### config.mk
export PLATFORM = sky130hd
export DESIGN_NAME = program_space_address_mapper
export DESIGN_NICKNAME = d
export VERILOG_FILES = /design/src/design/program_space_address_mapper_pkg.sv /design/src/design/program_space_address_mapper.sv
export VERILOG_INCLUDE_DIRS = /design/src /design/src/design
export SDC_FILE = /design/constraint.sdc
export NUM_CORES = 1
export LEC_CHECK = 0
export ABC_AREA = 1
export ABC_CLOCK_PERIOD_IN_PS = 13500
export BUFFER_PORTS_ARGS = -buffer_cell sky130_fd_sc_hd__buf_4
export CORE_MARGIN = 2
export CORE_UTILIZATION = 30
export CTS_BUF_LIST = sky130_fd_sc_hd__clkbuf_8
export DETAILED_ROUTE_END_ITERATION = 12
export PLACE_DENSITY = 0.64
export SETUP_SLACK_MARGIN = 0.1
export SLEW_MARGIN = 20
export SYNTH_ARGS = -nofsm -noshare
export SYNTH_HDL_FRONTEND = slang
export SYNTH_SLANG_ARGS = --single-unit
### constraint.sdc
create_clock -name clock -period 13.5 [get_ports clock]
set_input_delay 1.35 -clock clock [delete_from_list [all_inputs] [get_ports clock]]
set_output_delay 1.35 -clock clock [all_outputs]
set_load 0.02 [all_outputs]
### src/design/program_space_address_mapper_consts.svh
// constants for the program space address mapper
`ifndef PROGRAM_SPACE_ADDRESS_MAPPER_CONSTS_SVH
`define PROGRAM_SPACE_ADDRESS_MAPPER_CONSTS_SVH
// register indices on the plain register port
`define REG_TABLE_PAGE 2'h0
`define REG_VISIBILITY_PAGE 2'h1
`define REG_CORE_CONTROL 2'h2
`define REG_STATUS 2'h3
// field positions
`define CORE_CONTROL_VISIBILITY_BIT 2
`define TABLE_PAGE_CONFIG_BIT 7
`define EA_MAP_BIT 15
// reset values
`define TABLE_PAGE_RESET 8'h00
`define VISIBILITY_PAGE_RESET 8'h00
`define CORE_CONTROL_RESET 16'h0000
`define PC_RESET 23'h000000
// user program range
`define USER_PROGRAM_LAST 24'h7ffffe
// data space layout
`define Y_BLOCK_FIRST 16'h0800
`define Y_BLOCK_LAST 16'h0bff
`define DATA_IMPL_LAST 16'h0fff
// mapped access penalties in cycles
`define PENALTY_SHORT 2'h1
`define PENALTY_LONG 2'h2
`define PENALTY_NONE 2'h0
`endif

### src/design/program_space_address_mapper_pkg.sv
// types for the program space address mapper
package program_space_address_mapper_pkg;
  typedef enum logic [2:0] {
    ACCESS_DATA,
    TABLE_READ_LOW,
    TABLE_READ_HIGH,
    TABLE_WRITE_LOW,
    TABLE_WRITE_HIGH
  } access_kind_t;
  typedef enum logic [1:0] {
    CLASS_DUAL_PREFETCH,
    CLASS_MOVE,
    CLASS_DOUBLE_MOVE,
    CLASS_OTHER
  } instr_class_t;
  typedef enum logic [2:0] {
    X_POINTER_A,
    X_POINTER_B,
    Y_POINTER_A,
    Y_POINTER_B,
    POINTER_OTHER
  } pointer_t;
  typedef enum logic [1:0] {
    ST_IDLE,
    ST_ACCESS,
    ST_CAPTURE,
    ST_PENALTY
  } mapper_state_t;
endpackage

### src/design/program_space_address_mapper.sv
// program address construction, table steering and mapped data access
//
// Decided for this implementation: the register offsets and the strobed register port.
`timescale 1ns/1ps
`include "program_space_address_mapper_consts.svh"

// Behaviour
// fetch address is 0, pc bits, 0
// fetch address steps by two per word
// non-table accesses stay within user range
// table page top bit picks config space
// table address is page byte plus ea
// bit 23 set only by table accesses
// mapped address is 0, page, ea 14:0
// low word read returns program bits 15:0
// low byte read picks by byte select
// high word read zero-extends bits 23:16
// high byte read: top byte or zero
// top byte reachable only via high table ops
// map only when ea msb and enable set
// upper data half maps to one page
// mapped read returns low 16 bits only
// mapping suspended during table accesses
// outside repeat: one or two extra cycles
// inside repeat: two at edges, else none
// y block sits inside linear x space
// plain instructions see whole data space
// dual operand: y and x pointer regions
// x and y concurrent only for dual operand
// invalid address returns all zeros
// address combinational, penalty stalls pipeline
module program_space_address_mapper
  import program_space_address_mapper_pkg::*;
(
  input wire logic clock,
  input wire logic resetn,
  // register port
  input wire logic [1:0] reg_addr,
  input wire logic [15:0] reg_wdata,
  input wire logic reg_write,
  input wire logic reg_read,
  output logic [15:0] reg_rdata,
  // program counter control
  input wire logic pc_load,
  input wire logic [22:0] pc_load_value,
  input wire logic pc_advance,
  output logic [23:0] fetch_address,
  // access request from the execution unit
  input wire logic req,
  input wire program_space_address_mapper_pkg::access_kind_t req_kind,
  input wire program_space_address_mapper_pkg::instr_class_t req_class,
  input wire logic req_byte,
  input wire logic req_dual,
  input wire logic [15:0] req_x_ea,
  input wire program_space_address_mapper_pkg::pointer_t req_x_pointer,
  input wire logic [15:0] req_y_ea,
  input wire program_space_address_mapper_pkg::pointer_t req_y_pointer,
  input wire logic [15:0] req_wdata,
  input wire logic repeat_active,
  input wire logic repeat_boundary,
  output logic stall,
  output logic result_valid,
  output logic [15:0] x_result,
  output logic [15:0] y_result,
  // program memory
  output logic prog_read,
  output logic prog_write,
  output logic [2:0] prog_byte_enable,
  output logic [23:0] prog_addr,
  output logic [23:0] prog_wdata,
  input wire logic [23:0] prog_rdata,
  // x and y data memory paths
  output logic x_read,
  output logic [15:0] x_addr,
  input wire logic [15:0] x_rdata,
  output logic y_read,
  output logic [15:0] y_addr,
  input wire logic [15:0] y_rdata
);
  import program_space_address_mapper_pkg::*;

  // reset release synchroniser
  logic reset_meta_n;
  logic rst_n;

  // software visible control
  logic [7:0] table_page_select;
  logic [7:0] visibility_page_select;
  logic [15:0] core_control;
  logic program_visibility_enable;

  // program counter, word aligned
  logic [22:0] pc;

  // request hold registers
  access_kind_t kind_q;
  logic byte_q;
  logic sel_q;
  logic mapped_q;
  logic x_ok_q;
  logic y_ok_q;
  logic dual_q;
  logic [1:0] penalty_q;

  // sequencer
  mapper_state_t state;
  mapper_state_t next_state;
  logic [1:0] count;

  // combinational address generator
  logic is_table;
  logic mapped;
  logic [23:0] table_address;
  logic [23:0] mapped_address;
  logic [23:0] next_prog_addr;
  logic [1:0] next_penalty;
  logic x_ok;
  logic y_ok;
  logic x_in_y;
  logic y_in_y;

  // release reset through two flops
  always_ff @(posedge clock or negedge resetn)
  begin
    if (!resetn)
    begin
      reset_meta_n <= 1'b0;
      rst_n <= 1'b0;
    end
    else
    begin
      reset_meta_n <= 1'b1;
      rst_n <= reset_meta_n;
    end
  end

  // register writes
  always_ff @(posedge clock or negedge rst_n)
  begin
    if (!rst_n)
    begin
      table_page_select <= `TABLE_PAGE_RESET;
      visibility_page_select <= `VISIBILITY_PAGE_RESET;
      core_control <= `CORE_CONTROL_RESET;
    end
    else if (reg_write)
    begin
      unique case (reg_addr)
        `REG_TABLE_PAGE: table_page_select <= reg_wdata[7:0];
        `REG_VISIBILITY_PAGE: visibility_page_select <= reg_wdata[7:0];
        `REG_CORE_CONTROL: core_control <= reg_wdata;
        // status is read only
        `REG_STATUS: ;
      endcase
    end
  end

  assign program_visibility_enable = core_control[`CORE_CONTROL_VISIBILITY_BIT];

  // read data stands only in the cycle after the strobe
  always_ff @(posedge clock or negedge rst_n)
  begin
    if (!rst_n)
      reg_rdata <= 16'h0000;
    else if (reg_read)
    begin
      unique case (reg_addr)
        `REG_TABLE_PAGE: reg_rdata <= {8'h00, table_page_select};
        `REG_VISIBILITY_PAGE: reg_rdata <= {8'h00, visibility_page_select};
        `REG_CORE_CONTROL: reg_rdata <= core_control;
        `REG_STATUS: reg_rdata <= {11'h000, mapped_q, penalty_q, state};
      endcase
    end
    else
      reg_rdata <= 16'h0000;
  end

  // program counter: load wins over advance
  always_ff @(posedge clock or negedge rst_n)
  begin
    if (!rst_n)
      pc <= `PC_RESET;
    else if (pc_load)
      pc <= {pc_load_value[22:1], 1'b0};
    else if (pc_advance)
      pc <= pc + 23'h000002;
  end

  // fetch address: top bit clear, pc, low bit clear
  always_ff @(posedge clock or negedge rst_n)
  begin
    if (!rst_n)
      fetch_address <= 24'h000000;
    else
      fetch_address <= {1'b0, pc[22:1], 1'b0};
  end

  // address generation, purely combinational so no cycle is spent here
  always_comb
  begin
    is_table = (req_kind != ACCESS_DATA);
    // mapping is off while a table access runs
    mapped = !is_table && req_x_ea[`EA_MAP_BIT] && program_visibility_enable;
    // page byte above the ea; page top bit chooses config space
    table_address = {table_page_select, req_x_ea};
    // one 16k word page behind the upper 32 kbytes
    mapped_address = {1'b0, visibility_page_select, req_x_ea[14:0]};
    if (is_table)
      next_prog_addr = table_address;
    else
      // only bit 23 is cleared to stay in user space; bit 0 keeps the ea byte lane
      next_prog_addr = {1'b0, mapped_address[22:0]};
  end

  // region checks for the two data paths
  always_comb
  begin
    x_in_y = (req_x_ea >= `Y_BLOCK_FIRST) && (req_x_ea <= `Y_BLOCK_LAST);
    y_in_y = (req_y_ea >= `Y_BLOCK_FIRST) && (req_y_ea <= `Y_BLOCK_LAST);
    if (req_dual)
    begin
      // x pointers must avoid the y block, y pointers must stay in it
      x_ok = (req_x_pointer == X_POINTER_A || req_x_pointer == X_POINTER_B)
        && !x_in_y && (mapped || req_x_ea <= `DATA_IMPL_LAST);
      y_ok = (req_y_pointer == Y_POINTER_A || req_y_pointer == Y_POINTER_B)
        && y_in_y;
    end
    else
    begin
      // one linear space, y block included
      x_ok = mapped || req_x_ea <= `DATA_IMPL_LAST;
      y_ok = 1'b0;
    end
  end

  // added cycles for a mapped access
  always_comb
  begin
    if (!mapped)
      next_penalty = `PENALTY_NONE;
    else if (repeat_active)
      next_penalty = repeat_boundary ? `PENALTY_LONG : `PENALTY_NONE;
    else if (req_class == CLASS_OTHER)
      next_penalty = `PENALTY_LONG;
    else
      next_penalty = `PENALTY_SHORT;
  end

  // sequencer next state
  always_comb
  begin
    next_state = state;
    unique case (state)
      ST_IDLE: if (req) next_state = ST_ACCESS;
      ST_ACCESS: next_state = ST_CAPTURE;
      ST_CAPTURE: if (penalty_q != `PENALTY_NONE) next_state = ST_PENALTY;
        else next_state = ST_IDLE;
      ST_PENALTY: if (count == 2'h1) next_state = ST_IDLE;
    endcase
  end

  // sequencer state
  always_ff @(posedge clock or negedge rst_n)
  begin
    if (!rst_n)
      state <= ST_IDLE;
    else
      state <= next_state;
  end

  // penalty cycle counter
  always_ff @(posedge clock or negedge rst_n)
  begin
    if (!rst_n)
      count <= 2'h0;
    else if (state == ST_CAPTURE)
      count <= penalty_q;
    else if (state == ST_PENALTY)
      count <= count - 2'h1;
  end

  // pipeline held while a request is in flight
  assign stall = (state != ST_IDLE);

  // capture the request
  always_ff @(posedge clock or negedge rst_n)
  begin
    if (!rst_n)
    begin
      kind_q <= ACCESS_DATA;
      byte_q <= 1'b0;
      sel_q <= 1'b0;
      mapped_q <= 1'b0;
      x_ok_q <= 1'b0;
      y_ok_q <= 1'b0;
      dual_q <= 1'b0;
      penalty_q <= `PENALTY_NONE;
    end
    else if (state == ST_IDLE && req)
    begin
      kind_q <= req_kind;
      byte_q <= req_byte;
      sel_q <= req_x_ea[0];
      mapped_q <= mapped;
      x_ok_q <= x_ok;
      y_ok_q <= y_ok;
      dual_q <= req_dual;
      penalty_q <= next_penalty;
    end
  end

  // memory strobes and addresses
  always_ff @(posedge clock or negedge rst_n)
  begin
    if (!rst_n)
    begin
      prog_read <= 1'b0;
      prog_write <= 1'b0;
      prog_byte_enable <= 3'h0;
      prog_addr <= 24'h000000;
      prog_wdata <= 24'h000000;
      x_read <= 1'b0;
      x_addr <= 16'h0000;
      y_read <= 1'b0;
      y_addr <= 16'h0000;
    end
    else if (state == ST_IDLE && req)
    begin
      prog_addr <= next_prog_addr;
      x_addr <= req_x_ea;
      y_addr <= req_y_ea;
      // reads go out only to valid places
      prog_read <= (req_kind == TABLE_READ_LOW) || (req_kind == TABLE_READ_HIGH)
        || (mapped && x_ok);
      x_read <= (req_kind == ACCESS_DATA) && !mapped && x_ok;
      y_read <= y_ok;
      // low writes reach the low word, high writes only the top byte
      prog_write <= (req_kind == TABLE_WRITE_LOW) || (req_kind == TABLE_WRITE_HIGH);
      if (req_kind == TABLE_WRITE_HIGH)
      begin
        prog_byte_enable <= 3'h4;
        prog_wdata <= {req_wdata[7:0], 16'h0000};
      end
      else if (req_kind == TABLE_WRITE_LOW)
      begin
        if (req_byte)
          prog_byte_enable <= req_x_ea[0] ? 3'h2 : 3'h1;
        else
          prog_byte_enable <= 3'h3;
        prog_wdata <= {8'h00, req_byte ? {2{req_wdata[7:0]}} : req_wdata};
      end
      else
      begin
        prog_byte_enable <= 3'h0;
        prog_wdata <= 24'h000000;
      end
    end
    else
    begin
      prog_read <= 1'b0;
      prog_write <= 1'b0;
      prog_byte_enable <= 3'h0;
      x_read <= 1'b0;
      y_read <= 1'b0;
    end
  end

  // byte or word of the low program word
  function automatic logic [15:0] low_steer(input logic [15:0] w, input logic b,
    input logic s);
    if (!b)
      low_steer = w;
    else if (s)
      low_steer = {8'h00, w[15:8]};
    else
      low_steer = {8'h00, w[7:0]};
  endfunction

  // top byte of the program word, zero filled
  function automatic logic [15:0] high_steer(input logic [7:0] t, input logic b,
    input logic s);
    if (b && s)
      high_steer = 16'h0000;
    else
      high_steer = {8'h00, t};
  endfunction

  // steer returned data into the result registers
  always_ff @(posedge clock or negedge rst_n)
  begin
    if (!rst_n)
    begin
      x_result <= 16'h0000;
      y_result <= 16'h0000;
    end
    else if (state == ST_CAPTURE)
    begin
      unique case (kind_q)
        TABLE_READ_LOW: x_result <= low_steer(prog_rdata[15:0], byte_q, sel_q);
        TABLE_READ_HIGH: x_result <= high_steer(prog_rdata[23:16], byte_q, sel_q);
        ACCESS_DATA:
        begin
          if (!x_ok_q)
            x_result <= 16'h0000;
          else if (mapped_q)
            x_result <= low_steer(prog_rdata[15:0], byte_q, sel_q);
          else
            x_result <= low_steer(x_rdata, byte_q, sel_q);
        end
        TABLE_WRITE_LOW, TABLE_WRITE_HIGH: x_result <= 16'h0000;
      endcase
      // y path words only, zero when misused
      y_result <= (dual_q && y_ok_q) ? y_rdata : 16'h0000;
    end
  end

  // completion pulse after any added cycles
  always_ff @(posedge clock or negedge rst_n)
  begin
    if (!rst_n)
      result_valid <= 1'b0;
    else
      result_valid <= (state != ST_IDLE) && (next_state == ST_IDLE);
  end
endmodule

## Word level (Yosys, flattened, before mapping)

Cells that the tools add are included.

| storage, ports and cells | value |
|---|---|
| latch bits | 0 |
| bits in registers | 230 |
| memory bits (writable) | 0 |
| memories kept | 0 |
| word-level logic and storage cells | 132 |
| output and inout port bits | 161 |
| memory bits (read-only) | 0 |
| input port bits | 167 |

| operators by class | value |
|---|---|
| add/sub/neg operators | 2 |
| shift operators | 0 |
| eq/ne operators | 19 |
| div/mod/pow operators | 0 |
| $lt $le $gt $ge | 5 |
| reductions and logical operators | 38 |
| multiplexer cells | 38 |
| bitwise operators | 0 |
| multiply operators | 0 |

Operators by type and width:

| operator | count |
|---|---|
| $mux W16 | 8 |
| $pmux W16 S4 | 2 |
| $le A16 B12 Y1 const B | 3 |
| $mux W24 | 2 |
| $mux W23 | 2 |
| $ge A16 B12 Y1 const B | 2 |
| $mux W8 | 3 |
| $add A23 B2 Y23 const B | 1 |
| $mux W2 | 11 |
| $eq A3 B2 Y1 const B | 6 |
| $logic_and A1 B1 Y1 | 14 |
| $eq A2 B2 Y1 const B | 5 |
| $eq A3 B1 Y1 const B | 3 |
| $logic_not A3 Y1 | 3 |
| $mux W3 | 3 |
| $pmux W2 S4 | 1 |
| $reduce_bool A2 Y1 | 4 |
| $eq A2 B1 Y1 const B | 3 |
| $eq A3 B3 Y1 const B | 2 |
| $logic_not A2 Y1 | 3 |
| $logic_or A1 B1 Y1 | 6 |
| $mux W1 | 6 |
| $reduce_and A2 Y1 | 3 |
| $logic_not A1 Y1 | 3 |
| 3 further kinds | 3 |

## Logic depth before layout (Yosys ltp)

Gate-level depths: netlist of the first run.

| logic depth | value |
|---|---|
| depth after elaboration | 10 |
| gate-level depth with buffers | 9 |
| mapped depth without buffers | 9 |

## Worst setup path before layout of the first run

OpenSTA, ideal clock, no wires.

| timing | value |
|---|---|
| path kind | input-to-reg |
| start | in reg_addr[0] |
| end | reg table_page_select[5] |
| arrival time | 2.027 ns |
| setup time | 0.126 ns |
| path slack | 11.347 ns |
| path buffers | 1 |
| stages on the path | 5 |
| path through | nor2_2 nand2_1 buf_6 nand2_1 o21ai_0 |

| on the way | value |
|---|---|
| word-level cells in the longest chain between the ends | 2 |

RTL lines:

| element | RTL line | source |
|---|---|---|
| from (decl) | program_space_address_mapper.sv:38 | `input wire logic [1:0] reg_addr,` |
| $logic_not A2 Y1 | program_space_address_mapper.sv:148 | `unique case (reg_addr)` |
| $reduce_and A2 Y1 (no source line) | n/a |  |
| to (signal assigned) | program_space_address_mapper.sv:142 | `` table_page_select <= `TABLE_PAGE_RESET; `` |
| to (signal assigned) | program_space_address_mapper.sv:149 | `` `REG_TABLE_PAGE: table_page_select <= reg_wdata[7:0]; `` |
| to (decl) | program_space_address_mapper.sv:87 | `logic [7:0] table_page_select;` |

No other way between the ends.
A chain may end at the register's enable or synchronous reset.

## Worst setup path after layout of the first run

| timing | value |
|---|---|
| start | reg state[0] |
| end | out stall |

| on the way | value |
|---|---|
| word-level cells in the longest chain between the ends | 1 |

RTL lines:

| element | RTL line | source |
|---|---|---|
| from (decl) | program_space_address_mapper.sv:106 | `mapper_state_t state;` |
| from (signal assigned) | program_space_address_mapper.sv:268 | `state <= next_state;` |
| $reduce_bool A2 Y1 | program_space_address_mapper.sv:283 | `assign stall = (state != ST_IDLE);` |
| to (decl) | program_space_address_mapper.sv:61 | `output logic stall,` |

No other way between the ends.

==> summary.md, run 1 <==
| Metric | Value |
|---|---|
| Peak supply drop | 0.110 mV |
| Clk_skew | about 19 ps |
| Largest cells by area after synthesis | dfrtp_1 (57%), nand2_1 (14%), o21ai_0 (6.8%), inv_1 (4.0%), nor2_1 (3.3%) |
| CTS Hold Bufs | 0 |
| Final TNS setup | 0 ps |
| Post-Synth Adder-Cell Area | less than 1% |
| Synth unique cells | 33 |
| Final wirelength | 28000 um |
| Via density per instance | about 4.6 |
| Slowest stage cell, crit path | dfrtp_1 |
| CTS root buf | clkbuf_8 |
| Cells after Synth | 1099 |
| Postcts setup bufs | 0 |
| Synthesized area per cell | approximately 8.5 um^2 |
| Setup crit end kind | primary output |
| Core ar. | approximately 0.031 mm^2 |
| Mux share of post-synthesis cell area | 0% |
| First-pass iteration count of the detailed router | 4 |
| Reg2Reg Setup Slack | roughly 10000 ps |
| Slew headroom | between 30% and 40% |
| Number of global-route vias before repair | roughly 8300 |
| Die area | 0.0327 mm^2 |
| Final Max Slew Viols | 0 |
| Detailed-route via count | 8421 |
| Tmin final | between 3000 and 4000 ps |
| Die height | around 180 um |
| First-pass GRT wire length | approximately 44000 um |
| Final-report hold violation count | 0 |
| Slowest stage delay, CP | ~1000 ps |
| Initial Util | 30.6% |
| CP arrival | ~1800 ps |
| Kind of critical path | reg -> out |
| Yosys warns | 0 |
| Hold WC Path Type | reg -> async |
| Worst Max-Slew Pin Slew | between 1000 and 1500 ps |
| GR Overflow Total | 0 |
| Largest net degree at the start of global routing | 82 |
| Crit share post-route | 23.5% |
| P_leak | 6.69 nW |
| Total design power | 0.00231 W |
| DIE WIDTH | 181 um |
| Compound-gate portion of the synthesized area | 12.8% |
| Synth-to-layout area growth | 36.7% |
| Unrepaired setup endpoints after global routing | no |
| Fmax achieved | ~0.32 GHz |
| Wirelength per Cell | between 15 and 20 um |
| Cts bufs inserted | 40 |
| Top cell type by total area after synthesis | dfrtp_1 |
| Worst Path Required | between 10000 and 15000 ps |
| Most frequent cells in the layout | nand2_1 (343), buf_4 (326), dfrtp_1 (212) |
| DRC viols | 0 |
| Rows | 64 |
| Share of cells above drive strength 1 | roughly 29% |
| Initial antenna violation count | 1 |
| Worst hold slack | about 240 ps |
| Post-CTS resize count | 0 |
| Setup slack at placement | around 10000 ps |
| PortBufs | roughly 320 |
| Synthesized flop and latch total | 213 |
| I/O pin count | approximately 330 |
| Max H-tree Level | 2 |
| Main combinational cell family by area after synthesis | simple AND/OR/NAND/NOR gates |
| Routability cong. | 0.790 |
| Clock Sinks | ~210 |
| Crit-path max FO | 30 |
| DP HPWL | ~20000 um |
| Worst-Skew Late Latency | roughly 530 ps |
| Status | finished, final reports clean |
| Initial DRC Count | around 430 |
| Max-cap violations | 0 |
| GRT Overall Usage | about 17% |
| CTS tree | done |
| Reg clk slew, reported paths | around 60 ps |
| Seq/Total Area, Yosys | between 50% and 60% |
| Final net count | 1580 |
| CP Cell Sequence | nor2_4 -> inv_1 -> buf_4 |
| Final setup fails | 0 |
| DRT antenna net count | 0 |
| Worst setup SP type | flip-flop |
| Max Root-Sink Buffers | 3 |
| Share of the synthesized area in the top cell type | a little under three fifths |
| Pwr Density | around 180 mW/mm^2 |
| Cell Area, Synth | 0.00937 mm^2 |
| Simple logic cell fraction of the synthesized area | a little over a fifth |
| Xor/xnor cell area share of the yosys netlist | less than 1% |
| Most common cell after layout, fill and taps aside | nand2_1 |
| Setup WS post-layout | roughly 10000 ps |
worst max-delay path, delay by kind of cell, from the launching register on:
family / cells / cell delay [ps]
buf+inv: 2 / 230
flops: 1 / 1010
simple gates: 1 / 70
state kept, by name, summed over array words and instances (netlist names), 22 cells and up:
name and count:
prog_wdata 24, fetch_address 22, pc 22, prog_addr 24
metal layers:
| metal | up-vias | wire length (um) | global-route usage, % |
|---|---|---|---|
| met1 | 4002 | 11900 | 21.4 |
| met5 | - | 0 | 0 |
| met4 | 0 | 428 | 3.81 |
| li1 | 4130 | - | - |
| met3 | 35 | 2090 | 5.00 |
| met2 | 254 | 13500 | 27.6 |
stage by stage:
| step | std cells | utilization [%] | area, um^2 |
|---|---|---|---|
| 5_1_grt | 1833 | 41.7 | 12800 |
| 4_1_cts | 1832 | 41.6 | 12800 |
| 2_1_floorplan | 1100 | - | 9370 |
| 3_5_place_dp | 1764 | 39.0 | 12000 |
| 6_report | 1834 | 41.8 | 12800 |
| 3_3_place_gp | 1764 | 39.0 | 12000 |
cell usage after synthesis, drive strengths merged:
cell / instances
nand2: 349
dfrtp: 213
o21ai: 159
inv: 104
nor2: 89
buf: 41
nand3: 41
a21oi: 31
clkbuf: 17
a22oi: 14
nand4: 8
a41oi: 5
o211ai: 5
o21bai: 5
xor2: 5
nor3: 3
a31oi: 2
conb: 2
ha: 2
a21o: 1
clkinv: 1
o21a: 1
xnor2: 1
cells by family after synthesis:
group / after synthesis
other: 2
buffers and inverters: 163
DFF: 213
xor gates and xnor gates: 6
AOI/OAI and AO/OA: 223
adders and majority gates: 2
and+or+nand+nor: 490
layout make-up:
type / count / area, um^2
timing repair buffer: 327 / 2470
clock buffer: 51 / 702
inverter: 105 / 394
multi-input combinational: 724 / 3300
fill: 3084 / 17900
sequential: 213 / 5330
clock inverter: 17 / 105
antenna: 1 / 2.50
tap: 396 / 495
report_power, final:
| group | internal, W | switching [W] | total (W) | leakage, nW |
|---|---|---|---|---|
| sequential | 0.000785 | 0.000116 | 0.000901 | 2.70 |
| clock | 0.000357 | 0.000274 | 0.000631 | 0.447 |
| combinational | 0.000300 | 0.000477 | 0.000777 | 3.54 |
worst paths after layout:
kind	start	endpoint	depth (start not counted)
min in group clock	reset_meta_n	rst_n	0
worst max-delay path	state[0]	stall	3
worst max register to register	state[0]	prog_wdata[5]	6
max in group asynchronous	rst_n	y_addr[15]	2
worst min-delay path	rst_n	prog_wdata[10]	0
worst min register to register	rst_n	prog_wdata[10]	0
No activity file was read; power rests on OpenSTA's default activity.
==> run 2: changes to the inputs <==
ABC_CLOCK_PERIOD_IN_PS = 2600   (was 13500)
PLACE_DENSITY = 0.66   (was 0.64)
clock period = 2.6 ns   (was 13.5 ns; I/O delays follow)
==> run 2 against run 1 <==
- clock skew shrank 2.3 ps
- combinational power grew to 5.5 times the previous value
- sequential power grew to 5.2 times the previous value
- flip-flop and latch count is the same
- register-to-register slack lost 9700 ps
- die area is the same
- global-route usage grew 0.78 points
- via count grew 4.2%
- clock power grew to 5.3 times the previous value
- critical path depth grew 3
- first-iteration DRC count grew 2.1%
- largest power group unchanged
==> summary.md, run 2 (synthesis results as in run 1) <==
| Metric | Value |
|---|---|
| Status | finished, final reports clean |
| DP HPWL | a little over 20000 um |
| Met3 wire length | 1900 um |
| Pwr Density | 890 mW/mm^2 |
| Final net count | 1674 |
| Final TNS setup | 0 ps |
| Fmax achieved | about 0.54 GHz |
| Slowest stage delay, CP | around 480 ps |
| PortBufs | 322 |
| Core ar. | slightly above 0.03 mm^2 |
| Via density per instance | 4.55 |
| Most frequent cells in the layout | nand2_1 (344), buf_4 (330), dfrtp_1 (212) |
| Hold WC Path Type | in -> reg |
| Final Max Slew Viols | 0 |
| Slew headroom | around 59% |
| Unrepaired setup endpoints after global routing | no |
| Die area | ~0.033 mm^2 |
| Worst setup SP type | flip-flop |
| Largest net degree at the start of global routing | 90 |
| Slowest stage cell, crit path | dfrtp_1 |
| Worst-Skew Late Latency | 540 ps |
| Reg clk slew, reported paths | roughly 60 ps |
| CP Cell Sequence | nor2_4 -> nand2_4 -> inv_2 -> buf_4 -> nand2_2 -> o21ai_0 |
| DIE WIDTH | roughly 180 um |
| Worst Path Required | between 3000 and 4000 ps |
| Clk_skew | 16.8 ps |
| Tmin final | 1860 ps |
| Max H-tree Level | 2 |
| Post-Layout Inst Area | 0.0138 mm^2 |
| I/O pin count | 328 |
| CTS tree | done |
| CTS root buf | clkbuf_8 |
| Routability cong. | 0.835 |
| First-pass iteration count of the detailed router | 5 |
| Crit-path max FO | 16 |
| Setup slack at placement | about 750 ps |
| Synth-to-layout area growth | 47.0% |
| First-pass GRT wire length | between 40000 and 50000 um |
| Largest regs | prog_addr x24, prog_wdata x24 |
| Peak supply drop | 0.601 mV |
| DP Cell Count | 1771 |
| CP arrival | approximately 2300 ps |
| Top layer used by detailed routing | met4 |
| Met1 Wirelength | between 10000 and 15000 um |
| Postcts setup bufs | 0 |
| Setup WS post-layout | 740 ps |
| Number of global-route vias before repair | 8917 |
| Max Root-Sink Buffers | 3 |
| Max-cap violations | 0 |
| CTS Hold Bufs | just under 90 |
| Initial DRC Count | between 400 and 500 |
| Kind of critical path | reg -> reg |
| GRT Overall Usage | approximately 17% |
| Rows | 64 |
| Share of cells above drive strength 1 | between 20% and 30% |
| P_leak | just over 7 nW |
| GR Overflow Total | 0 |
| Detailed-route via count | 8778 |
| Most common cell after layout, fill and taps aside | nand2_1 |
| Post-placement cell area | 0.0121 mm^2 |
| DRT antenna net count | 0 |
| Initial antenna violation count | 0 |
| Clock Sinks | 213 |
| Post-CTS resize count | 0 |
| Worst Max-Slew Pin Slew | approximately 610 ps |
| Ant diodes | 0 |
| Final setup fails | 0 |
| Non-filler cells in the finished layout | approximately 1900 |
| Cts bufs inserted | 40 |
| Die height | roughly 180 um |
| Final-report hold violation count | 0 |
| Wirelength per Cell | about 15 um |
| Setup crit end kind | flip-flop |
| Met2 wire length | between 10000 and 15000 um |
| DRC viols | 0 |
| Final wirelength | about 29000 um |
| Total design power | approximately 0.012 W |
| Initial Util | between 30% and 40% |
| Crit share post-route | a little under three quarters |
-- run 2: cell types whose count changed in the layout (fill, tap and decap cells not counted) --
| cell | change |
|---|---|
| diode_2 | -1 |
| buf_16 | -1 |
| buf_4 | +4 |
| clkbuf_8 | -3 |
| clkinvlp_4 | -1 |
| clkinv_4 | +1 |
| nand2_1 | +1 |
| bufinv_16 | +1 |
| inv_1 | +3 |
| nand2_2 | -1 |
| buf_12 | +3 |
| dlygate4sd3_1 | +88 |
| inv_6 | +3 |
-- run 2: report_power, final --
group          switching [W]  total (W)  internal, W
Clock                0.00147    0.00336      0.00190
Sequential          0.000570    0.00465      0.00408
Combinational        0.00256    0.00425      0.00169
-- run 2: area by class of cell --
type                       instances  area, um^2
inverter                         105         394
clock inverter                    24         174
multi-input combinational        724        3300
clock buffer                      48         661
timing repair buffer             421        3420
fill                            2951       16900
sequential                       213        5330
tap                              396         495
-- run 2: layer usage --
layer	vias to the layer above	global-route usage (%)
li1	4321	-
met5	-	0
met1	4141	21.6
met4	0	4.35
met2	273	30.2
met3	43	4.47
-- run 2: path summary, 6_finish.rpt --
kind,from,end,slack (ps),cells past startpoint
max in group asynchronous,rst_n,core_control[7],1620,1
min in group asynchronous,resetn,rst_n,80,2
max,state[1],prog_wdata[17],740,6
min reg2reg,rst_n,x_result[6],210,0
min,req_y_pointer[2],y_read,30,4
max reg2reg,state[1],prog_wdata[17],740,6
-- run 2: stage by stage --
stage / util (%) / hold WS (ps)
2_1_floorplan: - / -35.6
3_3_place_gp: 39.3 / 45.4
3_5_place_dp: 39.3 / 46.5
4_1_cts: 44.9 / 0.721
5_1_grt: 44.9 / 1.10
6_report: 44.9 / 33.0
-- run 2: worst max-delay path, delay by kind of cell (launching register included) --
kind            cells  cell delay (ps)
simple gates        3              460
buf+inv             2              590
flops               1              480
compound gates      1              210
